## src/include/tpc_pkg.sv

```systemverilog
// Purpose: shared constants and types for the pwm / carrier timer and its controller
// Assumes: one clock, hclk at 20 MHz
// Notes: the controller holds its own AHB-Lite register map
`default_nettype none
package tpc_pkg;

	// -------------------------------------------------------------------
	// operating modes
	// -------------------------------------------------------------------
	typedef enum logic [1:0] {
		TPC_MODE_IDLE,
		TPC_MODE_PWM,
		TPC_MODE_CARRIER
	} tpc_mode_t;

	localparam int unsigned TPC_CNT_W        = 8;
	localparam logic [7:0]  TPC_CNT_ZERO     = 8'h00;
	localparam logic [7:0]  TPC_CNT_ONE      = 8'h01;
	localparam logic [1:0]  TPC_LOAD_GUARD   = 2'h3;   // count clocks before a new duty value may load
	localparam logic [1:0]  TPC_XFER_DELAY   = 2'h2;   // clocks from strobe edge to enable copy

	// -------------------------------------------------------------------
	// controller register map (byte addresses)
	// -------------------------------------------------------------------
	localparam logic [7:0] TPC_REG_CTRL      = 8'h00;  // [0] count enable [2:1] mode [3] default level
	localparam logic [7:0] TPC_REG_CYCLE     = 8'h04;  // cycle / carrier low compare
	localparam logic [7:0] TPC_REG_DUTY      = 8'h08;  // duty / carrier high compare
	localparam logic [7:0] TPC_REG_CARRIER   = 8'h0C;  // [0] active (ro) [1] staged [2] remote enable
	localparam logic [7:0] TPC_REG_STATUS    = 8'h10;  // [0] output [1] match seen [2] strobe seen, w1c
	localparam logic [7:0] TPC_REG_EVENT     = 8'h14;  // write: pulse companion event

	localparam int unsigned TPC_CTRL_EN      = 0;
	localparam int unsigned TPC_CTRL_MODE_LO = 1;
	localparam int unsigned TPC_CTRL_MODE_HI = 2;
	localparam int unsigned TPC_CTRL_LEV     = 3;
	localparam int unsigned TPC_CAR_ACT      = 0;
	localparam int unsigned TPC_CAR_STG      = 1;
	localparam int unsigned TPC_CAR_RMT      = 2;
	localparam int unsigned TPC_ST_OUT       = 0;
	localparam int unsigned TPC_ST_MATCH     = 1;
	localparam int unsigned TPC_ST_STROBE    = 2;

	localparam logic [1:0] TPC_HTRANS_NONSEQ = 2'h2;

endpackage
`default_nettype wire

```

## src/include/tpc_link_if.sv

```systemverilog
// Purpose: connection between the timer core and its controller
// Assumes: both ends on hclk
// Notes: all signals are levels except the write strobes, event pulse, match interrupt pulse and three-clock strobe_seen pulse
`timescale 1ns/1ns
`default_nettype none
interface tpc_link_if;
	logic                 count_enable_bit;
	tpc_pkg::tpc_mode_t   mode;
	logic                 default_level_select;
	logic [7:0]           cycle_wdata;
	logic                 cycle_we;
	logic [7:0]           duty_wdata;
	logic                 duty_we;
	logic                 staged_wdata;
	logic                 staged_we;
	logic                 remote_output_enable;
	logic                 companion_event;
	logic                 timer_match_irq;
	logic                 timer_output_pin;
	logic                 active_carrier_enable;
	logic                 staged_carrier_enable;
	logic                 strobe_seen;

	modport core (
		input  count_enable_bit, mode, default_level_select, cycle_wdata, cycle_we,
		input  duty_wdata, duty_we, staged_wdata, staged_we, remote_output_enable,
		input  companion_event,
		output timer_match_irq, timer_output_pin, active_carrier_enable,
		output staged_carrier_enable, strobe_seen
	);
	modport ctrl (
		output count_enable_bit, mode, default_level_select, cycle_wdata, cycle_we,
		output duty_wdata, duty_we, staged_wdata, staged_we, remote_output_enable,
		output companion_event,
		input  timer_match_irq, timer_output_pin, active_carrier_enable,
		input  staged_carrier_enable, strobe_seen
	);
endinterface
`default_nettype wire

```

## src/logic/tpc_ctrl.sv

```systemverilog
// Purpose: AHB-Lite register controller driving the timer core
// Assumes: single word transfers, zero wait states on writes, one on reads
// Notes: writes are applied at the data phase edge
//
// Chosen here: the AHB-Lite interface to the registers and the address map.
`timescale 1ns/1ns
`default_nettype none
module tpc_ctrl (
	input  wire logic        hclk,
	input  wire logic        hresetn,
	input  wire logic        hsel,
	input  wire logic [31:0] haddr,
	input  wire logic [1:0]  htrans,
	input  wire logic        hwrite,
	input  wire logic [2:0]  hsize,
	input  wire logic [31:0] hwdata,
	input  wire logic        hready,
	output logic      [31:0] hrdata,
	output logic             hreadyout,
	output logic             hresp,
	tpc_link_if.ctrl         lnk
);

	// -------------------------------------------------------------------
	// state
	// -------------------------------------------------------------------
	typedef struct packed {
		logic       wr_ph;
		logic       rd_ph;
		logic [7:0] addr;
		logic       en;
		logic [1:0] mode;
		logic       lev;
		logic [7:0] cyc;
		logic [7:0] duty;
		logic       rmt;
		logic       mseen;
		logic       sseen;
		logic       cyc_we;
		logic       duty_we;
		logic       stg_we;
		logic       stg_d;
		logic       ev;
		logic [31:0] rdata;
	} tpc_ctrl_st_t;

	tpc_ctrl_st_t st_r;
	tpc_ctrl_st_t st_nxt;
	logic         take;
	logic [31:0]  rd_mux;

	// -------------------------------------------------------------------
	// bus decode and registers
	// -------------------------------------------------------------------
	assign take = hsel && hready && (htrans == tpc_pkg::TPC_HTRANS_NONSEQ);

	always_comb begin
		rd_mux = 32'h00000000;
		unique case (st_r.addr)
			tpc_pkg::TPC_REG_CTRL:    rd_mux = {28'h0000000, st_r.lev, st_r.mode, st_r.en};
			tpc_pkg::TPC_REG_CYCLE:   rd_mux = {24'h000000, st_r.cyc};
			tpc_pkg::TPC_REG_DUTY:    rd_mux = {24'h000000, st_r.duty};
			tpc_pkg::TPC_REG_CARRIER: rd_mux = {29'h0, st_r.rmt,
				lnk.staged_carrier_enable, lnk.active_carrier_enable};
			tpc_pkg::TPC_REG_STATUS:  rd_mux = {29'h0, st_r.sseen, st_r.mseen,
				lnk.timer_output_pin};
			default:                  rd_mux = 32'h00000000;
		endcase
	end

	always_comb begin
		st_nxt         = st_r;
		st_nxt.cyc_we  = 1'b0;
		st_nxt.duty_we = 1'b0;
		st_nxt.stg_we  = 1'b0;
		st_nxt.ev      = 1'b0;
		st_nxt.wr_ph   = take && hwrite;
		st_nxt.rd_ph   = take && !hwrite;
		if (take) begin
			st_nxt.addr = haddr[7:0];
		end
		if (st_r.rd_ph) begin
			st_nxt.rdata = rd_mux;
		end
		if (st_r.wr_ph) begin
			unique case (st_r.addr)
				tpc_pkg::TPC_REG_CTRL: begin
					st_nxt.en   = hwdata[tpc_pkg::TPC_CTRL_EN];
					st_nxt.mode = hwdata[tpc_pkg::TPC_CTRL_MODE_HI:tpc_pkg::TPC_CTRL_MODE_LO];
					st_nxt.lev  = hwdata[tpc_pkg::TPC_CTRL_LEV];
				end
				// [RL1] [RL10] software keeps this fixed while running
				tpc_pkg::TPC_REG_CYCLE: begin
					st_nxt.cyc    = hwdata[7:0];
					st_nxt.cyc_we = 1'b1;
				end
				// [RL7] software keeps duty below cycle
				tpc_pkg::TPC_REG_DUTY: begin
					st_nxt.duty    = hwdata[7:0];
					st_nxt.duty_we = 1'b1;
				end
				// [RL15] [RL16] staged write after each strobe, spaced
				tpc_pkg::TPC_REG_CARRIER: begin
					st_nxt.rmt    = hwdata[tpc_pkg::TPC_CAR_RMT];
					st_nxt.stg_d  = hwdata[tpc_pkg::TPC_CAR_STG];
					st_nxt.stg_we = 1'b1;
				end
				tpc_pkg::TPC_REG_EVENT: begin
					st_nxt.ev = 1'b1;
				end
				default: begin
				end
			endcase
		end
		// sticky flags: set wins over write-one-to-clear
		if (st_r.wr_ph && st_r.addr == tpc_pkg::TPC_REG_STATUS) begin
			if (hwdata[tpc_pkg::TPC_ST_MATCH]) st_nxt.mseen = 1'b0;
			if (hwdata[tpc_pkg::TPC_ST_STROBE]) st_nxt.sseen = 1'b0;
		end
		if (lnk.timer_match_irq) st_nxt.mseen = 1'b1;
		if (lnk.strobe_seen) st_nxt.sseen = 1'b1;
	end

	always_ff @(posedge hclk or negedge hresetn) begin
		if (!hresetn) begin
			st_r <= '0;
		end else begin
			st_r <= st_nxt;
		end
	end

	// -------------------------------------------------------------------
	// outputs
	// -------------------------------------------------------------------
	assign hrdata                   = st_r.rdata;
	assign hreadyout                = !st_r.rd_ph;
	assign hresp                    = 1'b0;
	assign lnk.count_enable_bit     = st_r.en;
	assign lnk.mode                 = tpc_pkg::tpc_mode_t'(st_r.mode);
	assign lnk.default_level_select = st_r.lev;
	assign lnk.cycle_wdata          = st_r.cyc;
	assign lnk.cycle_we             = st_r.cyc_we;
	assign lnk.duty_wdata           = st_r.duty;
	assign lnk.duty_we              = st_r.duty_we;
	assign lnk.staged_wdata         = st_r.stg_d;
	assign lnk.staged_we            = st_r.stg_we;
	assign lnk.remote_output_enable = st_r.rmt;
	assign lnk.companion_event      = st_r.ev;

endmodule // tpc_ctrl
`default_nettype wire

```

## src/flat_wrapper.sv

```systemverilog
// flat-port wrapper written by rule: the top's interface ports become plain ports
module tpc_ctrl_flat 
  (hclk, hresetn, hsel, haddr, htrans, hwrite, hsize, hwdata, hready, hrdata, hreadyout, hresp, lnk_count_enable_bit, lnk_mode, lnk_default_level_select, lnk_cycle_wdata, lnk_cycle_we, lnk_duty_wdata, lnk_duty_we, lnk_staged_wdata, lnk_staged_we, lnk_remote_output_enable, lnk_companion_event, lnk_timer_match_irq, lnk_timer_output_pin, lnk_active_carrier_enable, lnk_staged_carrier_enable, lnk_strobe_seen);
  tpc_link_if lnk_i ();
  input  wire logic hclk;
  input  wire logic hresetn;
  input  wire logic hsel;
  input  wire logic [31:0] haddr;
  input  wire logic [1:0] htrans;
  input  wire logic hwrite;
  input  wire logic [2:0] hsize;
  input  wire logic [31:0] hwdata;
  input  wire logic hready;
  output logic      [31:0] hrdata;
  output logic hreadyout;
  output logic hresp;
  output wire logic [$bits(lnk_i.count_enable_bit)-1:0] lnk_count_enable_bit;
  output wire logic [$bits(lnk_i.mode)-1:0] lnk_mode;
  output wire logic [$bits(lnk_i.default_level_select)-1:0] lnk_default_level_select;
  output wire logic [$bits(lnk_i.cycle_wdata)-1:0] lnk_cycle_wdata;
  output wire logic [$bits(lnk_i.cycle_we)-1:0] lnk_cycle_we;
  output wire logic [$bits(lnk_i.duty_wdata)-1:0] lnk_duty_wdata;
  output wire logic [$bits(lnk_i.duty_we)-1:0] lnk_duty_we;
  output wire logic [$bits(lnk_i.staged_wdata)-1:0] lnk_staged_wdata;
  output wire logic [$bits(lnk_i.staged_we)-1:0] lnk_staged_we;
  output wire logic [$bits(lnk_i.remote_output_enable)-1:0] lnk_remote_output_enable;
  output wire logic [$bits(lnk_i.companion_event)-1:0] lnk_companion_event;
  input wire logic [$bits(lnk_i.timer_match_irq)-1:0] lnk_timer_match_irq;
  input wire logic [$bits(lnk_i.timer_output_pin)-1:0] lnk_timer_output_pin;
  input wire logic [$bits(lnk_i.active_carrier_enable)-1:0] lnk_active_carrier_enable;
  input wire logic [$bits(lnk_i.staged_carrier_enable)-1:0] lnk_staged_carrier_enable;
  input wire logic [$bits(lnk_i.strobe_seen)-1:0] lnk_strobe_seen;
  assign lnk_count_enable_bit = lnk_i.count_enable_bit;
  assign lnk_mode = lnk_i.mode;
  assign lnk_default_level_select = lnk_i.default_level_select;
  assign lnk_cycle_wdata = lnk_i.cycle_wdata;
  assign lnk_cycle_we = lnk_i.cycle_we;
  assign lnk_duty_wdata = lnk_i.duty_wdata;
  assign lnk_duty_we = lnk_i.duty_we;
  assign lnk_staged_wdata = lnk_i.staged_wdata;
  assign lnk_staged_we = lnk_i.staged_we;
  assign lnk_remote_output_enable = lnk_i.remote_output_enable;
  assign lnk_companion_event = lnk_i.companion_event;
  assign lnk_i.timer_match_irq = lnk_timer_match_irq;
  assign lnk_i.timer_output_pin = lnk_timer_output_pin;
  assign lnk_i.active_carrier_enable = lnk_active_carrier_enable;
  assign lnk_i.staged_carrier_enable = lnk_staged_carrier_enable;
  assign lnk_i.strobe_seen = lnk_strobe_seen;
  tpc_ctrl u_core (.hclk(hclk), .hresetn(hresetn), .hsel(hsel), .haddr(haddr), .htrans(htrans), .hwrite(hwrite), .hsize(hsize), .hwdata(hwdata), .hready(hready), .hrdata(hrdata), .hreadyout(hreadyout), .hresp(hresp), .lnk(lnk_i));
endmodule
```

## config.mk

```make
export PLATFORM = sky130hd
export DESIGN_NAME = tpc_ctrl_flat
export DESIGN_NICKNAME = d
export VERILOG_FILES = /design/src/include/tpc_pkg.sv /design/src/include/tpc_link_if.sv /design/src/logic/tpc_ctrl.sv /design/src/flat_wrapper.sv
export SDC_FILE = /design/constraint.sdc
export NUM_CORES = 1
export LEC_CHECK = 0
export BUFFER_PORTS_ARGS = -buffer_cell sky130_fd_sc_hd__buf_4
export CELL_PAD_IN_SITES_DETAIL_PLACEMENT = 1
export CELL_PAD_IN_SITES_GLOBAL_PLACEMENT = 1
export CORE_MARGIN = 2
export CORE_UTILIZATION = 29
export CTS_BUF_LIST = sky130_fd_sc_hd__clkbuf_8 sky130_fd_sc_hd__clkbuf_16
export DETAILED_ROUTE_END_ITERATION = 8
export PLACE_DENSITY_LB_ADDON = 0.12
export SLEW_MARGIN = 10
export SYNTH_ARGS = -nofsm -noshare
export SYNTH_HDL_FRONTEND = slang
export SYNTH_SLANG_ARGS = --single-unit
```

## constraint.sdc

```tcl
create_clock -name hclk -period 1.8 [get_ports hclk]
set_clock_uncertainty 0.05 [all_clocks]
set_input_delay 0.18 -clock hclk [delete_from_list [all_inputs] [get_ports hclk]]
set_output_delay 0.18 -clock hclk [all_outputs]
set_load 0.02 [all_outputs]
```

==> flow_summary.ini, run 1 <==
[layout]
drive_gt1_share_pct = 49.01
multi_input_area_um2 = 860.8
area_growth_pct = 22.82
final_common_cell = buf_4
fin_area_mm2 = 0.002889
utilization_pct = 37.00
regArea_mm2 = 0.001151
nets = 332
nFillCells = 883
final_cell_mix = buf_4 (76), dfrtp_1 (46), mux2_2 (31)
antennaDiodeCount = 0

[run_status]
violations = negative setup slack
status = finished, violations left

[global_routing]
grt_use_total_pct = 12.32
grt_use_met2_pct = 18.93
grt-ovfl-total = 0
grt_max_degree = 47
grt_pass1_wl_um = 8155
gr-usage-met3_pct = 3.050
busiest_layer = met2
grt_pass1_vias = 1520
antenna_found_initial = 0
grt_use_met1_pct = 16.74

[placed_design]
place_ws_ns = -0.2605
dp_hpwl_um = 3752
place_area_mm2 = 0.002763
numPortBuffers = 62
routabilityCongestion = 0.6659

[critical_path]
crit_family = simple AND/OR/NAND/NOR gates
path_max_fanout = 10
required_ns = 1.93
start_kind = flip-flop
cpPeakStageDelay_ns = 0.57
crit_chain = or4_4 > nor3_4 > buf_4 > nand4_4 > mux2_2
cp.arrival_ns = 2.09
critPathKind = flip-flop to flip-flop
end_kind = flip-flop
cp_slowest_cell = or4_4
path_buf_inv = 1

[sta]
hold_violations = 0
worst_slack_ns = -0.1569
period_share_pct = 108.7
max_slew_margin_pct = 60.23
setup_violations = 27
fmax_mhz = 511.0
fin_crit_ns = 1.957
whs_ns = 0.02286
final_max_slew_viol_count = 0
rsz0062_at_grt = yes
tightestPinTransition_ns = 0.5966

[yosys]
ys_warn_count = 0
synth_area_leaders = dfrtp_1 (49%), buf_4 (16%), mux2_2 (15%)
ys_seq_elements = 46
synthDistinctLibCells = 30
postSynthCellCount = 195
synth-seq-area-share_pct = 48.94
synth_top_area_cell = dfrtp_1
synthDominantCellAreaShare_pct = 48.94
syn_avg_cell_area_um2 = 12.06
netlist_area_mm2 = 0.002352

[power]
ir_drop_v = 0.0002629
power_mw = 2.350
p_leak_nw = 1.407
powerDensity_mw_per_mm2 = 813.5

[detailed_routing]
drc = 0
wl_per_cell_um = 14.20
routed_wl_um = 5041
drt-initial-drc-count = 24
avgViaCountPerCell = 4.256
first_pass_iters = 2
drtAntennaViolNets = 0
vias = 1511

[clocking]
cts.reportedPaths.clkPinSlew_ns = 0.08
cts_tree = yes
clock_latency_ns = 0.29
cts_sinks = 46
cts_buffers = 5
clockRootBuffer = clkbuf_8
clk_path_buf_depth = 2
htreeDepth = 2

[floorplan]
die_w_um = 94.06
start_util_pct = 30.13
fp.dieH_um = 94.06
core_mm2 = 0.007807
num_io_pins = 139
die-area_mm2 = 0.008847
std_cell_rows = 32

[worst_hold_path]
hold_class = input port to flip-flop

[run]
drv_cap = 0
## cell families (layout without fill, tap and decap cells)
family	count (synthesis)	count (layout)	synth area share, %
mux	35	35	17.61
buf+inv	63	97	18.51
flops	46	46	48.94
simple gates	37	37	11.01
other cells	1	25	0.1594
compound gates	13	13	3.776
## area by class of cell
type	count	area share, %
Sequential cell	46	39.84
Multi-Input combinational cell	110	29.80
Timing Repair Buffer	82	22.26
Tap cell	102	4.417
Clock buffer	5	2.382
Inverter	8	1.039
Clock inverter	2	0.2599
## metal layers
metal,vias up,wire length [um]
li1,713,-
met1,741,2276
met2,52,2440
met3,5,251
met4,0,72
met5,-,0
## power breakdown
group | switching, mW | internal (mW) | total [mW]
logic | 0.293 | 0.274 | 0.567
clock network | 0.329 | 0.257 | 0.586
registers | 0.0763 | 1.12 | 1.20
total | 0.698 | 1.65 | 2.35
## final timing paths
path	depth (start not counted)	slack, ns	endpoint	startpoint
max	5	-0.16	u_core.lnk.staged_wdata$_DFFE_PN0P_	u_core.st_r[61]$_DFFE_PN0P_
min	2	0.02	u_core.st_r[37]$_DFFE_PN0P_	lnk_strobe_seen
max reg2reg	5	-0.16	u_core.lnk.staged_wdata$_DFFE_PN0P_	u_core.st_r[61]$_DFFE_PN0P_
min reg2reg	1	0.44	u_core.st_r[38]$_DFFE_PN0P_	u_core.st_r[38]$_DFFE_PN0P_
max in group asynchronous	2	0.92	u_core.lnk.cycle_wdata[6]$_DFFE_PN0P_	hresetn
min in group asynchronous	2	0.39	u_core.lnk.mode[0]$_DFFE_PN0P_	hresetn
## worst reg2reg max path, cell delays in order, from the launching register on
cell and delay, ns:
dfrtp_1 0.38, or4_4 0.57, nor3_4 0.20, buf_4 0.23
nand4_4 0.14, mux2_2 0.29
## cells in the mapped netlist, drive strengths merged
master	n
and3	2
nor2b	3
nor3	2
a21o	2
mux2i	2
o21ai	5
a22o	4
a21oi	1
or4	1
o2bb2ai	1
conb	1
nand3b	2
dfrtp	46
nor2	3
inv	8
nor4b	1
nand4	2
nand2	4
mux4	2
nand4b	4
mux2	31
buf	53
clkbuf	2
nand3	13
## registers in the layout (all words and copies together), names as in the netlist
name,count
u_core.lnk.staged_wdata,1
u_core.lnk.cycle_we,1
u_core.hrdata,8
u_core.lnk.mode,2
u_core.lnk.companion_event,1
u_core.lnk.default_level_select,1
u_core.lnk.staged_we,1
u_core.lnk.duty_we,1
u_core.st_r,12
u_core.lnk.duty_wdata,8
u_core.lnk.count_enable_bit,1
u_core.lnk.cycle_wdata,8
u_core.lnk.remote_output_enable,1
## per-stage QoR
stage | cells | setup TNS, ns
final | 355 | -3.135
after global routing | 355 | -5.346
after CTS | 354 | -3.629
after detailed placement | 344 | -3.857
after global placement | 344 | -3.620
after floorplan | 219 | -0.5764
## timing repair
item,CTS,global route
hold endpoints to repair,47,1
resized for setup,3,0
setup buffers,1,0
hold buffers,2,1
pin swaps,2,1
setup endpoints to repair,27,30
No activity file was read; power rests on OpenSTA's default activity.
==> inputs of run 2 (changes only) <==
- CELL_PAD_IN_SITES_DETAIL_PLACEMENT: 1 -> unset
- CELL_PAD_IN_SITES_GLOBAL_PLACEMENT: 1 -> unset
- CORE_UTILIZATION: 29 -> 39
- SKIP_LAST_GASP: unset -> 1
==> run 2 against run 1 <==
Compared with the run above: the flow still finishes with violations (negative setup slack); via count up 1.6%; fmax down 0.33%; hold slack better by 0.036 ns; sequential cell count unchanged; critical endpoint is now u_core.lnk.default_level_select$_DFFE_PN0P_; largest cell class unchanged; largest power group unchanged.
==> flow_summary.ini, run 2 (synthesized netlist as in run 1, its figures left out) <==
[sta]
fmax_mhz = 509.3
setup_violations = 32
hold_violations = 0
worst_slack_ns = -0.1635
fin_crit_ns = 1.963
rsz0062_at_grt = yes
tightestPinTransition_ns = 0.7313
max_slew_margin_pct = 51.24
period_share_pct = 109.1
final_max_slew_viol_count = 0

[power]
p_leak_nw = 1.531
ir_drop_v = 0.0003911
power_mw = 2.752
powerDensity_mw_per_mm2 = 885.1

[detailed_routing]
routed_wl_um = 4668
first_pass_iters = 4
drt-initial-drc-count = 46
drc = 0
drtAntennaViolNets = 0
wl_per_cell_um = 13.98
vias = 1535
avgViaCountPerCell = 4.596

[global_routing]
grt_pass1_wl_um = 7224
antenna_found_initial = 0
grt_use_total_pct = 14.39
grt_pass1_vias = 1444
grt_max_degree = 47
grt-ovfl-total = 0

[layout]
final_common_cell = buf_4
antennaDiodeCount = 0
utilization_pct = 52.83
largest-register = u_core.st_r
regArea_mm2 = 0.001151
final_cell_mix = buf_4 (71), dfrtp_1 (46), mux2_2 (29)
area_growth_pct = 32.18
nets = 337
drive_gt1_share_pct = 55.21
stdcell_count = 334
largest_reg_flops = 12
nFillCells = 546
multi_input_area_um2 = 962.2

[critical_path]
start_kind = flip-flop
end_kind = flip-flop
path_buf_inv = 2
cpPeakStageDelay_ns = 0.57
cp_slowest_cell = or4_4
critPathKind = flip-flop to flip-flop
path_max_fanout = 4
crit_family = simple AND/OR/NAND/NOR gates
crit_chain = or4_4 > buf_6 > nor3_4 > nand3b_1 > buf_6 > mux2_4
cp.arrival_ns = 2.10
required_ns = 1.93
cpMostUsedCell = buf_6

[clocking]
cts_sinks = 46
clk_path_buf_depth = 2
clock_latency_ns = 0.30
cts_tree = yes
clockRootBuffer = clkbuf_8
htreeDepth = 2
cts.reportedPaths.clkPinSlew_ns = 0.08
cts_buffers = 5

[worst_hold_path]
hold_class = input port to flip-flop

[floorplan]
num_io_pins = 139
fp.dieH_um = 81.66
core_mm2 = 0.005886
start_util_pct = 39.97
die_w_um = 81.66
die-area_mm2 = 0.006668
std_cell_rows = 28

[placed_design]
routabilityCongestion = 0.7529
place_ws_ns = -0.2760
dp_hpwl_um = 3237
placed_cells = 315
numPortBuffers = 62

[run_status]
violations = negative setup slack
status = finished, violations left

[run]
drv_cap = 0
## run 2: worst register-to-register path: cells and delay by family, from the launching register on
kind | cells | cell delay, ns
buffers and inverters | 2 | 0.31
flip-flops | 1 | 0.38
multiplexers | 1 | 0.29
AND/OR/NAND/NOR | 3 | 0.83
## run 2: layout make-up
cell class                      count  area share [%]
Sequential cell                    46           37.02
Multi-Input combinational cell    110           30.95
Timing Repair Buffer               87           23.46
Tap cell                           75           3.018
Clock buffer                        6           2.656
Clock inverter                      2           1.932
Inverter                            8          0.9658
## run 2: report_power, final
part / internal, mW / total [mW] / switching [mW]
Sequential: 1.12 / 1.22 / 0.104
Combinational: 0.300 / 0.596 / 0.297
Clock: 0.592 / 0.931 / 0.339
Total: 2.01 / 2.75 / 0.740
## run 2: path summary, 6_finish.rpt
check	start	cells past startpoint	end	slack [ns]
worst max-delay path	u_core.st_r[67]$_DFFE_PN0P_	6	u_core.lnk.default_level_select$_DFFE_PN0P_	-0.16
worst min-delay path	haddr[6]	2	u_core.st_r[66]$_DFFE_PN0P_	0.06
worst max register to register	u_core.st_r[67]$_DFFE_PN0P_	6	u_core.lnk.default_level_select$_DFFE_PN0P_	-0.16
worst min register to register	u_core.st_r[38]$_DFFE_PN0P_	1	u_core.st_r[38]$_DFFE_PN0P_	0.44
max in group asynchronous	hresetn	2	u_core.lnk.cycle_wdata[7]$_DFFE_PN0P_	0.92
min in group asynchronous	hresetn	2	u_core.hrdata[5]$_DFFE_PN0P_	0.35
## run 2: per-stage QoR
| stage | TNS [ns] | instance area [um2] | hold WS, ns |
|---|---|---|---|
| after floorplan | -0.5764 | 2442 | -0.1656 |
| after global placement | -2.992 | 2701 | 0.1790 |
| after detailed placement | -3.192 | 2701 | 0.1775 |
| after CTS | -2.604 | 2985 | 0.04950 |
| after global routing | -6.069 | 3109 | 0.04484 |
| final | -3.381 | 3109 | 0.05853 |
## run 2: timing repair
action / CTS / global route
hold buffers: 4 / 0
endpoints found under the hold margin: 49 / 0
resized for setup: 14 / 23
pin swaps: 11 / 5
gates cloned: 0 / 1
endpoints found under the setup margin: 27 / 35
buffers inserted: 5 / 2
## run 2: per-layer routing
layer  global-route usage (%)  vias to the layer above  part of all wire [%]
met5                        0                        -                     0
met4                    5.000                        0                   1.4
met3                    3.077                        6                   6.0
met2                    21.31                       60                    46
met1                    20.84                      744                    47
li1                         -                      725                     -
